<file path="src/pkg/iefs_pkg.sv">
package iefs_pkg;

  // ==========================================================================
  // Register map and field positions
  localparam logic [1:0] ADDR_IER  = 2'h0;
  localparam logic [1:0] ADDR_SR   = 2'h1;
  localparam logic [1:0] ADDR_CTRL = 2'h2;

  localparam int IER_TX_DONE_IE  = 6;
  localparam int IER_RX_IE       = 5;
  localparam int IER_NO_ACK_IE   = 4;
  localparam int IER_STOP_IE     = 3;
  localparam int IER_ACK_CHECK   = 2;
  localparam int IER_ACK_RECV    = 1;
  localparam int IER_ACK_TO_SEND = 0;

  localparam int SR_TX_EMPTY = 7;
  localparam int SR_TX_DONE  = 6;
  localparam int SR_RX_FULL  = 5;
  localparam int SR_NO_ACK   = 4;
  localparam int SR_STOP     = 3;
  localparam int SR_ARB_LOST = 2;

  localparam int CTRL_FORMAT = 0;
  localparam int CTRL_TX_SEL = 1;
  localparam int CTRL_MASTER = 2;

  localparam logic [7:0] IER_RESET  = 8'h00;
  localparam logic [7:0] SR_RESET   = 8'h00;
  localparam logic [7:0] CTRL_RESET = 8'h00;
  localparam logic [7:0] IER_WMASK  = 8'h7D;
  localparam logic [7:0] SR_FLAGS   = 8'hFC;
  localparam logic [7:0] CTRL_MASK  = 8'h07;

  // ==========================================================================
  // Frame bit counts
  localparam logic [3:0] CNT_FINAL = 4'h7;
  localparam logic [3:0] CNT_NINTH = 4'h8;
  localparam int         SYNC_W    = 2;

  // ==========================================================================
  // Carriers
  typedef struct packed {
    logic scl_rise;
    logic start;
    logic stop;
    logic final_rise;
    logic ninth_rise;
    logic ack_phase;
  } iefs_link_ev_type;

  typedef struct packed {
    logic tx_load;
    logic rx_load;
    logic start_issued;
    logic slave_to_tx;
    logic tx_holding_write;
    logic rx_holding_read;
    logic sda_drive;
  } iefs_dp_ev_type;

  typedef struct packed {
    logic rx_full_irq;
    logic error_irq;
    logic no_ack_irq;
    logic stop_irq;
    logic tx_done_irq;
  } iefs_irq_type;

endpackage

</file>
<file path="src/iefs_sync2.sv">
`timescale 1ns/1ns
module iefs_sync2
(
  // Clock and reset
  input  wire logic                        clk_sys,
  input  wire logic                        rstn,
  // Pins in, synchronised out
  input  wire logic [iefs_pkg::SYNC_W-1:0] pin_in,
  output logic      [iefs_pkg::SYNC_W-1:0] pin_sync
);

  typedef struct packed {
    logic [iefs_pkg::SYNC_W-1:0] meta;
    logic [iefs_pkg::SYNC_W-1:0] stable;
  } iefs_sync_state_type;

  iefs_sync_state_type st;
  iefs_sync_state_type next_st;

  // ==========================================================================
  // First stage feeds only the second stage
  always_comb
  begin
    next_st        = st;
    next_st.meta   = pin_in;
    next_st.stable = st.meta;
  end

  // Idle bus level is high on both lines
  always_ff @(posedge clk_sys)
  begin
    if (!rstn)
    begin
      st <= '1;
    end
    else
    begin
      st <= next_st;
    end
  end

  assign pin_sync = st.stable;

endmodule

</file>
<file path="src/iefs_bus_watch.sv">
`timescale 1ns/1ns
module iefs_bus_watch
(
  // Clock and reset
  input  wire logic                       clk_sys,
  input  wire logic                       rstn,
  // Synchronised lines and format
  input  wire logic                       scl_s,
  input  wire logic                       sda_s,
  input  wire logic                       format_select,
  // Detected bus events
  output iefs_pkg::iefs_link_ev_type      lev
);

  typedef struct packed {
    logic                       scl_d;
    logic                       sda_d;
    logic [3:0]                 cnt;
    iefs_pkg::iefs_link_ev_type ev;
  } iefs_watch_state_type;

  iefs_watch_state_type st;
  iefs_watch_state_type next_st;
  logic                 rise;
  logic                 fall;

  // ==========================================================================
  // Edge, condition and bit-count tracking
  always_comb
  begin
    next_st       = st;
    next_st.scl_d = scl_s;
    next_st.sda_d = sda_s;
    rise          = !st.scl_d && scl_s;
    fall          = st.scl_d && !scl_s;
    next_st.ev.scl_rise   = rise;
    next_st.ev.start      = !format_select && st.scl_d && scl_s && st.sda_d && !sda_s;
    next_st.ev.stop       = !format_select && st.scl_d && scl_s && !st.sda_d && sda_s;
    next_st.ev.final_rise = rise && (st.cnt == iefs_pkg::CNT_FINAL);
    next_st.ev.ninth_rise = rise && !format_select && (st.cnt == iefs_pkg::CNT_NINTH);
    if (next_st.ev.start)
    begin
      next_st.cnt = 4'h0;
    end
    else if (rise)
    begin
      // Clocked format frames are eight bits, two-wire frames nine
      if ((format_select && st.cnt == iefs_pkg::CNT_FINAL) ||
          st.cnt == iefs_pkg::CNT_NINTH)
      begin
        next_st.cnt = 4'h0;
      end
      else
      begin
        next_st.cnt = st.cnt + 4'h1;
      end
    end
    // Acknowledge slot spans from the eighth fall to the ninth fall
    if (fall && !format_select && st.cnt == iefs_pkg::CNT_NINTH)
    begin
      next_st.ev.ack_phase = 1'b1;
    end
    else if (fall || format_select || next_st.ev.start)
    begin
      next_st.ev.ack_phase = 1'b0;
    end
  end

  always_ff @(posedge clk_sys)
  begin
    if (!rstn)
    begin
      st <= '{scl_d: 1'b1, sda_d: 1'b1, cnt: 4'h0, ev: '0};
    end
    else
    begin
      st <= next_st;
    end
  end

  assign lev = st.ev;

endmodule

</file>
<file path="src/iefs_flags.sv">
// The address-and-strobe port and the register addresses were decided locally.
`timescale 1ns/1ns
// Notes on behaviour
// - Receive-full request when enabled; overrun error request in clocked format.
// - No-ack request on no-ack or arbitration-lost; overrun error request too.
// - Stop request only while the stop enable is set.
// - Ack check off ignores received ack; on, a received 1 halts transfer.
// - Transmit mode captures returned ack into a read-only bit.
// - Receive mode drives the ack-to-send value during the ack slot.
// - Tx-empty sets on load, transmit select, start issued, slave turn to transmit.
// - Tx-empty clears by write 0 after reading 1, or tx holding write.
// - Tx-done sets at ninth rise with tx-empty, or last clocked bit sent.
// - Tx-done clears by write 0 after reading 1, or tx holding write.
// - Rx-full sets on receive load; clears by write 0 after 1 or read.
// - No-ack flag sets when ack check is on and no ack returns.
// - Stop flag sets when a stop follows a frame transfer.
// - Master transmit: driven data differing from pin at clock rise loses arbitration.
// - Master driving data high during a detected start loses arbitration.
// - Clocked format: final bit received while rx-full sets overrun.
// - No-ack, stop, arbitration/overrun clear only by write 0 after reading 1.
// - Tx-done request when enabled, dropped by clearing flag or enable.
// - Format select: 0 two-wire, 1 clocked synchronous.
module iefs_flags
(
  // Clock and reset
  input  wire logic                   clk_sys,
  input  wire logic                   rstn,
  // Register port
  input  wire logic [1:0]             reg_addr,
  input  wire logic [7:0]             reg_wdata,
  input  wire logic                   reg_wr,
  input  wire logic                   reg_rd,
  output logic      [7:0]             reg_rdata,
  // Datapath events on this clock
  input  wire iefs_pkg::iefs_dp_ev_type dp,
  // Bus pins
  input  wire logic                   scl_pin,
  input  wire logic                   sda_pin,
  output logic                        sda_out,
  output logic                        sda_oe,
  // Requests and transfer control
  output iefs_pkg::iefs_irq_type      irq,
  output logic                        halt_transfer
);

  typedef struct packed {
    logic [7:0]             ier;
    logic [7:0]             sr;
    logic [7:0]             ctrl;
    logic [7:0]             armed;
    logic                   frame_seen;
    logic [7:0]             rdata;
    iefs_pkg::iefs_irq_type irq;
    logic                   halt;
    logic                   sda_out;
    logic                   sda_oe;
  } iefs_state_type;

  iefs_state_type             st;
  iefs_state_type             next_st;
  iefs_pkg::iefs_link_ev_type lev;
  logic [1:0]                 pins_s;
  logic                       scl_s;
  logic                       sda_s;
  logic [7:0]                 flag_set;
  logic [7:0]                 flag_clr;
  logic                       fs;
  logic                       transmit_select;
  logic                       mst;

  function automatic logic hit(input logic [1:0] addr, input logic [1:0] target);
    hit = (addr == target);
  endfunction

  // ==========================================================================
  // Pin sampling and bus event detection
  iefs_sync2 u_sync
  (
    .clk_sys  (clk_sys),
    .rstn     (rstn),
    .pin_in   ({scl_pin, sda_pin}),
    .pin_sync (pins_s)
  );

  assign scl_s = pins_s[1];
  assign sda_s = pins_s[0];

  iefs_bus_watch u_watch
  (
    .clk_sys       (clk_sys),
    .rstn          (rstn),
    .scl_s         (scl_s),
    .sda_s         (sda_s),
    .format_select (fs),
    .lev           (lev)
  );

  assign fs  = st.ctrl[iefs_pkg::CTRL_FORMAT];
  assign transmit_select = st.ctrl[iefs_pkg::CTRL_TX_SEL];
  assign mst = st.ctrl[iefs_pkg::CTRL_MASTER];

  // ==========================================================================
  // Flag set and clear terms
  always_comb
  begin
    flag_set = 8'h00;
    flag_set[iefs_pkg::SR_TX_EMPTY] = dp.tx_load || dp.start_issued || dp.slave_to_tx ||
      (reg_wr && hit(reg_addr, iefs_pkg::ADDR_CTRL) &&
       reg_wdata[iefs_pkg::CTRL_TX_SEL] && !transmit_select);
    flag_set[iefs_pkg::SR_TX_DONE] =
      (lev.ninth_rise && st.sr[iefs_pkg::SR_TX_EMPTY]) ||
      (fs && transmit_select && lev.final_rise);
    flag_set[iefs_pkg::SR_RX_FULL] = dp.rx_load;
    flag_set[iefs_pkg::SR_NO_ACK] = lev.ninth_rise && transmit_select && sda_s &&
      st.ier[iefs_pkg::IER_ACK_CHECK];
    flag_set[iefs_pkg::SR_STOP] = lev.stop && st.frame_seen;
    flag_set[iefs_pkg::SR_ARB_LOST] =
      (!fs && mst && transmit_select && lev.scl_rise && (dp.sda_drive != sda_s)) ||
      (!fs && mst && lev.start && dp.sda_drive) ||
      (fs && !transmit_select && lev.final_rise && st.sr[iefs_pkg::SR_RX_FULL]);
    flag_clr = 8'h00;
    // Software clear needs a prior read of 1; the arm is dropped by any status register write
    for (int i = 0; i < 8; i++)
    begin
      flag_clr[i] = reg_wr && hit(reg_addr, iefs_pkg::ADDR_SR) && !reg_wdata[i] &&
        st.armed[i];
    end
    flag_clr[iefs_pkg::SR_TX_EMPTY] = flag_clr[iefs_pkg::SR_TX_EMPTY] ||
      dp.tx_holding_write;
    flag_clr[iefs_pkg::SR_TX_DONE] = flag_clr[iefs_pkg::SR_TX_DONE] ||
      dp.tx_holding_write;
    flag_clr[iefs_pkg::SR_RX_FULL] = flag_clr[iefs_pkg::SR_RX_FULL] ||
      dp.rx_holding_read;
  end

  // ==========================================================================
  // Next state
  always_comb
  begin
    next_st = st;
    // A flag set in the same cycle as its clear survives
    next_st.sr = ((st.sr & ~flag_clr) | flag_set) & iefs_pkg::SR_FLAGS;
    if (reg_wr && hit(reg_addr, iefs_pkg::ADDR_IER))
    begin
      next_st.ier = (reg_wdata & iefs_pkg::IER_WMASK) |
        (st.ier & ~iefs_pkg::IER_WMASK);
    end
    if (reg_wr && hit(reg_addr, iefs_pkg::ADDR_CTRL))
    begin
      next_st.ctrl = reg_wdata & iefs_pkg::CTRL_MASK;
    end
    if (lev.ninth_rise && transmit_select)
    begin
      next_st.ier[iefs_pkg::IER_ACK_RECV] = sda_s;
    end
    if (reg_wr && hit(reg_addr, iefs_pkg::ADDR_SR))
    begin
      next_st.armed = 8'h00;
    end
    else if (reg_rd && hit(reg_addr, iefs_pkg::ADDR_SR))
    begin
      next_st.armed = st.armed | st.sr;
    end
    if (lev.ninth_rise || (fs && lev.final_rise))
    begin
      next_st.frame_seen = 1'b1;
    end
    else if (lev.stop)
    begin
      next_st.frame_seen = 1'b0;
    end
    next_st.rdata = 8'h00;
    if (reg_rd)
    begin
      case (reg_addr)
        iefs_pkg::ADDR_IER:
        begin
          next_st.rdata = st.ier & 8'h7F;
        end
        iefs_pkg::ADDR_SR:
        begin
          next_st.rdata = st.sr;
        end
        iefs_pkg::ADDR_CTRL:
        begin
          next_st.rdata = st.ctrl;
        end
        default:
        begin
          next_st.rdata = 8'h00;
        end
      endcase
    end
    // Requests follow the registered flags and enables as levels
    next_st.irq.rx_full_irq = next_st.sr[iefs_pkg::SR_RX_FULL] &&
      next_st.ier[iefs_pkg::IER_RX_IE];
    next_st.irq.error_irq = fs && next_st.sr[iefs_pkg::SR_ARB_LOST] &&
      (next_st.ier[iefs_pkg::IER_RX_IE] || next_st.ier[iefs_pkg::IER_NO_ACK_IE]);
    next_st.irq.no_ack_irq = next_st.ier[iefs_pkg::IER_NO_ACK_IE] &&
      (next_st.sr[iefs_pkg::SR_NO_ACK] ||
       (!fs && next_st.sr[iefs_pkg::SR_ARB_LOST]));
    next_st.irq.stop_irq = next_st.sr[iefs_pkg::SR_STOP] &&
      next_st.ier[iefs_pkg::IER_STOP_IE];
    next_st.irq.tx_done_irq = next_st.sr[iefs_pkg::SR_TX_DONE] &&
      next_st.ier[iefs_pkg::IER_TX_DONE_IE];
    // Halt is only meaningful while transmitting; ignored ack never halts
    next_st.halt = transmit_select && next_st.ier[iefs_pkg::IER_ACK_CHECK] &&
      next_st.ier[iefs_pkg::IER_ACK_RECV];
    next_st.sda_oe  = lev.ack_phase && !transmit_select && !fs;
    next_st.sda_out = st.ier[iefs_pkg::IER_ACK_TO_SEND];
  end

  always_ff @(posedge clk_sys)
  begin
    if (!rstn)
    begin
      st <= '{ier: iefs_pkg::IER_RESET, sr: iefs_pkg::SR_RESET,
              ctrl: iefs_pkg::CTRL_RESET, armed: 8'h00, frame_seen: 1'b0,
              rdata: 8'h00, irq: '0, halt: 1'b0, sda_out: 1'b1, sda_oe: 1'b0};
    end
    else
    begin
      st <= next_st;
    end
  end

  assign reg_rdata     = st.rdata;
  assign irq           = st.irq;
  assign halt_transfer = st.halt;
  assign sda_out       = st.sda_out;
  assign sda_oe        = st.sda_oe;
endmodule

</file>
<file path="config.mk">
export PLATFORM = sky130hd
export DESIGN_NAME = iefs_flags
export DESIGN_NICKNAME = d
export VERILOG_FILES = /design/src/pkg/iefs_pkg.sv /design/src/iefs_sync2.sv /design/src/iefs_bus_watch.sv /design/src/iefs_flags.sv
export SDC_FILE = /design/constraint.sdc
export NUM_CORES = 1
export LEC_CHECK = 0
export BUFFER_PORTS_ARGS = -buffer_cell sky130_fd_sc_hd__buf_2
export CORE_ASPECT_RATIO = 1.75
export CORE_UTILIZATION = 45
export DETAILED_ROUTE_END_ITERATION = 16
export PLACE_DENSITY_LB_ADDON = 0.15
export SLEW_MARGIN = 20
export SYNTH_ARGS = -nofsm -noshare
export SYNTH_HDL_FRONTEND = slang
export SYNTH_SLANG_ARGS = --single-unit
</file>
<file path="constraint.sdc">
create_clock -name clk_sys -period 4.2 [get_ports clk_sys]
set_input_delay 0.84 -clock clk_sys [delete_from_list [all_inputs] [get_ports clk_sys]]
set_output_delay 0.84 -clock clk_sys [all_outputs]
set_load 0.02 [all_outputs]
</file>
# Yosys cells after proc, flatten, opt, wreduce, memory -nomap -nowiden

Index checks and enable logic that the tools add are counted.

Bits in registers: 60
Input bits: 23
Output and inout bits: 16
Word-level logic and storage cells: 146

$add $sub $neg: 1
Equal/unequal tests: 5
Muxes and demuxes: 8
Bitwise operators: 6
Reductions and logical operators: 99

Operator list:

| operator            | number |
|---|---|
| $logic_and 1x1->1   | 64 |
| $pmux 8 s3          | 1 |
| $or 8x8->8          | 2 |
| $logic_or 1x1->1    | 15 |
| $logic_not 1->1     | 14 |
| $and 8x8->8         | 1 |
| $not 8->8           | 1 |
| $or 7x8->8          | 1 |
| $mux 7              | 1 |
| $mux 1              | 5 |
| $add 4x1->4 const B | 1 |
| $eq 4x3->1 const B  | 1 |
| $eq 4x4->1 const B  | 1 |
| $mux 4              | 1 |
| $reduce_bool 2->1   | 2 |
| $reduce_or 2->1     | 2 |
| $eq 2x1->1 const B  | 1 |
| $eq 2x2->1 const B  | 1 |
| $logic_not 2->1     | 1 |
| $reduce_and 2->1    | 1 |
| $ne 1x1->1          | 1 |
| $not 1->1           | 1 |

# Longest topological paths before layout

Depth in word-level cells: 11
Depth in mapped cells: 6
Gate-level depth less buffers: 6

# Hierarchy

From an unflattened synthesis, not the netlist that was laid out.

Cells, all modules: 231
Area total of the unflattened synthesis: 2227.1 um^2

Modules (own cells, without submodules):

| module         | times used | cells an instance | area each (um^2) | sequential area each (um^2) |
|---|---|---|---|---|
| iefs_flags     | 1          | 165               | 1592.8           | 780.7 |
| iefs_bus_watch | 1          | 58                | 529.3            | 240.2 |
| iefs_sync2     | 1          | 8                 | 105.1            | 80.1 |

# Worst setup path before layout

Ideal clock, no wire load.

Path type: input-to-reg
From: in reg_addr[1]
To: reg st[36] in the netlist's numbering
Library setup time: 115 ps
Data arrival time: 1901 ps
Data required time: 4085 ps
Setup slack: 2184 ps
Cell stages on the path: 5
Buffers on the path: 1
Path through: buf_2 nand3b_1 or3b_1 a22o_1 and2_1

Word-level cells in the longest chain between the ends: 7

RTL lines:

| element                         | RTL line          | RTL |
|---|---|---|
| start: declaration              | iefs_flags.sv:29  | `input wire logic [1:0] reg_addr,` |
| $eq 2x1->1                      | iefs_flags.sv:72  | `hit = (addr == target);` |
| $logic_and 1x1->1 (3 in series) | iefs_flags.sv:125 | `flag_clr[i] = reg_wr && hit(reg_addr, iefs_pkg::ADDR_SR) && !reg_wdata[i] &&` |
| $not 8->8                       | iefs_flags.sv:142 | `next_st.sr = ((st.sr & ~flag_clr) \| flag_set) & iefs_pkg::SR_FLAGS;` |
| $and 8x8->8                     | iefs_flags.sv:142 |  |
| $or 8x8->8                      | iefs_flags.sv:142 |  |
| end signal: assignment          | iefs_flags.sv:217 | `st <= '{ier: iefs_pkg::IER_RESET, sr: iefs_pkg::SR_RESET,` |
| end signal: assignment          | iefs_flags.sv:223 | `st <= next_st;` |
| end: declaration                | iefs_flags.sv:59  | `iefs_state_type st;` |

No other way between the ends.
A chain may end at the register's enable or synchronous reset.

# Worst setup path after layout

From: in rstn
To: reg u_watch.st[9] in the netlist's numbering

Word-level cells in the longest chain between the ends: 2

RTL lines:

| element                          | RTL line             | RTL |
|---|---|---|
| start: declaration               | iefs_flags.sv:27     | `input wire logic rstn,` |
| $not 1->1 (no source line)       | -                    |  |
| $reduce_or 2->1 (no source line) | -                    |  |
| end signal: assignment           | iefs_bus_watch.sv:73 | `st <= '{scl_d: 1'b1, sda_d: 1'b1, cnt: 4'h0, ev: '0};` |
| end signal: assignment           | iefs_bus_watch.sv:77 | `st <= next_st;` |
| end: declaration                 | iefs_bus_watch.sv:22 | `iefs_watch_state_type st;` |

No other way between the ends.

==> run summary <==
clk sink count: 55
Overall Power: 0.868 mW
Synth Area in Simple Gates: 23.2%
Compound-Gate Fraction of Synth Area: 8.46%
CTS Hold Bufs: 0
CP Capture Type: register
Post-Synth Adder-Cell Area: 1.17%
vias in the first global route: 1550
Setup Total Neg Slack: 0 ns
Iter 0 DRT Violations: 21
dominant cells by area after synthesis: dfxtp_1, mux2i_1, buf_4, nor2_1, a21oi_1
hold crit path type: register to register
status: complete, no violations
CP required: 4.44 ns
GRT overflow: 0
clk buf depth: 2
Core Region: 4480 sq um
CP startpoint kind: input pin
vias post-DR: 1572
synth warn: 0
DP HPWL: 3.14 mm
number of vias per cell: 5.22
total placed cells including tap cells: 293
fraction of layout cells with a size suffix above 1: 18.8%
Worst-Margin Slew: 0.548 ns
Net count, final: 274
Crit path arrival time: 2.28 ns
fin cells: 301
initial core utilization: 47.8%
Post-Route WL: 4.25 mm
period utilization: 48.4%
min Tclk post-route: 2.03 ns
1st-pass router iterations: 4
# port buffers: 38
final setup fails: 0
CTS resizes: 0
wire per inst: 14.1 microns
RD Place Congestion: 0.837
Die Ht: 93.3 microns
num ports: 39
Max Cap Viol: 0
critical path type: input pin to register
Placed Area: 2260 sq um
Slew Limit Fails: 0
initial antenna violation count: 0
TritonCTS clock tree: built
Fillers: 452
FF+latch area: 1100 sq um
area growth from synthesis to layout: 9.28%
RSZ-0062 raised after global routing: false
die extent in x: 54.2 microns
Syn Area/Cell: 9.49 sq um
Pwr Density: 370 nW/um^2
#FFs+latches synth: 55
CTS clk-pin slew, worst paths: 0.09 ns
DRC Markers: 0
Leak Pwr: 1.00 nW
row count: 32
ANT cells: 0
Multi-input gate area: 870 sq um
largest net degree at the start of global routing: 19
largest family of logic cells by synthesized area: simple AND/OR/NAND/NOR gates
Yosys cell types: 37
Clock Skew: 0.00466 ns
ANT nets after route: 0
final instance area: 2340 sq um
Cell Area, Synth: 2140 sq um
cell accounting for the most synthesized area: dfxtp_1
Post-Synth XOR/XNOR Area: 1.23%
Crit Path Max Fanout: 18
first-pass GRT wire length: 6.91 mm
cell chosen for the clock root: clkbuf_8
mux contribution to synthesized area: 6.53%
Rel. slew slack: 63.4%
die footprint: 5060 sq um
Yosys top cell area share: 51.3%
clock latency on the worst-skew pair: 0.30 ns
Worst VDD drop: 0.342 mV
Max Fclk: 492 MHz
CTS buffer count: 5
GRT Total Usage: 18.9%
register area share after synthesis: 51.3%
count of final hold-check violations: 0
postcts setup bufs: 0
Mapped Nets: 251
Syn Inst Count: 226
number of H-tree levels: 2
==> area by class of cell <==
| type | count | share of cell area, % |
|---|---|---|
| tap | 51 | 2.72 |
| multi-input combinational | 139 | 37.1 |
| clock buffer | 7 | 3.26 |
| clock inverter | 1 | 0.214 |
| sequential | 55 | 47.0 |
| timing repair buffer | 38 | 8.12 |
| inverter | 10 | 1.60 |
==> cells in the final DEF, fill, tap and decap left out, drive strengths merged, types with 5 or more instances in the layout <==
cell / n
dfxtp: 55
buf: 38
nor2: 24
nand2: 16
mux2i: 14
a21oi: 14
inv: 9
nand2b: 8
nor3: 7
clkbuf: 7
nand3: 5
and2: 5
nor3b: 5
==> cell usage after synthesis (all sizes together) <==
| cell type | instances |
|---|---|
| clkbuf | 7 |
| or2 | 1 |
| nor4b | 1 |
| clkinv | 1 |
| nand3 | 5 |
| a21oi | 14 |
| nor2b | 4 |
| nand3b | 2 |
| and3 | 1 |
| inv | 9 |
| nor3 | 7 |
| nand2b | 8 |
| dfxtp | 55 |
| xor2 | 2 |
| nand4b | 4 |
| o211a | 1 |
| and2 | 5 |
| a31oi | 2 |
| a21o | 1 |
| o21ai | 4 |
| a31o | 1 |
| xnor2 | 1 |
| nand2 | 16 |
| mux2i | 14 |
| or3b | 2 |
| a221oi | 1 |
| ha | 2 |
| a32oi | 1 |
| nor3b | 5 |
| a22o | 2 |
| o311ai | 2 |
| and3b | 2 |
| buf | 15 |
| nand4 | 4 |
| nor2 | 24 |
==> layer usage <==
metal | global-route usage [%] | vias up | share of wire [%]
li1 | - | 802 | -
met1 | 19.5 | 721 | 39
met2 | 35.2 | 44 | 56
met3 | 3.90 | 5 | 3.7
met4 | 6.41 | 0 | 1.6
met5 | 0 | - | 0
==> critical path, cell delays in order <==
cell and delay (ns):
buf_2 0.27, clkinv_1 0.49, a31o_2 0.41, a21o_1 0.16
nor2_1 0.09
==> final timing paths <==
kind / end / from / depth (start not counted) / slack, ns
min: u_sync.pin_sync[0]$_SDFF_PN1_ / u_sync.next_st[0]$_SDFF_PN1_ / 1 / 0.41
max reg2reg: u_watch.st[9]$_SDFFE_PP0P_ / fs$_SDFFE_PN0N_ / 4 / 2.77
min reg2reg: u_sync.pin_sync[0]$_SDFF_PN1_ / u_sync.next_st[0]$_SDFF_PN1_ / 1 / 0.41
max: u_watch.st[9]$_SDFFE_PP0P_ / rstn / 5 / 2.17
==> report_power, final <==
group          leakage (nW)  internal, mW  switching (mW)
logic                 0.515        0.0229          0.0313
registers             0.446         0.530         0.00839
clock network        0.0422         0.117           0.157
total                  1.00         0.671           0.197
==> kinds of logic (layout without fill, tap and decap cells) <==
group | after synthesis | after routing
flip-flops | 55 | 55
AO/OA/AOI/OAI | 29 | 29
XOR/XNOR | 3 | 3
adder cells (fa/ha/maj) | 2 | 2
multiplexers | 14 | 14
AND/OR/NAND/NOR | 91 | 91
buffers and inverters | 32 | 56
==> flip-flops by register name, indices dropped and copies added, names as in the netlist <==
name and cells:
st 20, reg_rdata 8, u_watch.lev 6, u_watch.st 6, irq 5, u_sync.next_st 2
u_sync.pin_sync 2, fs 1, halt_transfer 1, mst 1, next_st 1, sda_oe 1
sda_out 1
==> stage by stage <==
stage                     hold slack, ns  utilization (%)  setup slack, ns
after global routing               0.434             52.3             2.01
after global placement             0.392             50.4             1.86
final                              0.414             52.3             2.17
after CTS                          0.419             52.3             2.15
after detailed placement           0.396             50.4             1.83
after floorplan                    0.386                -             2.18
Power figures use the tool's default switching activity.
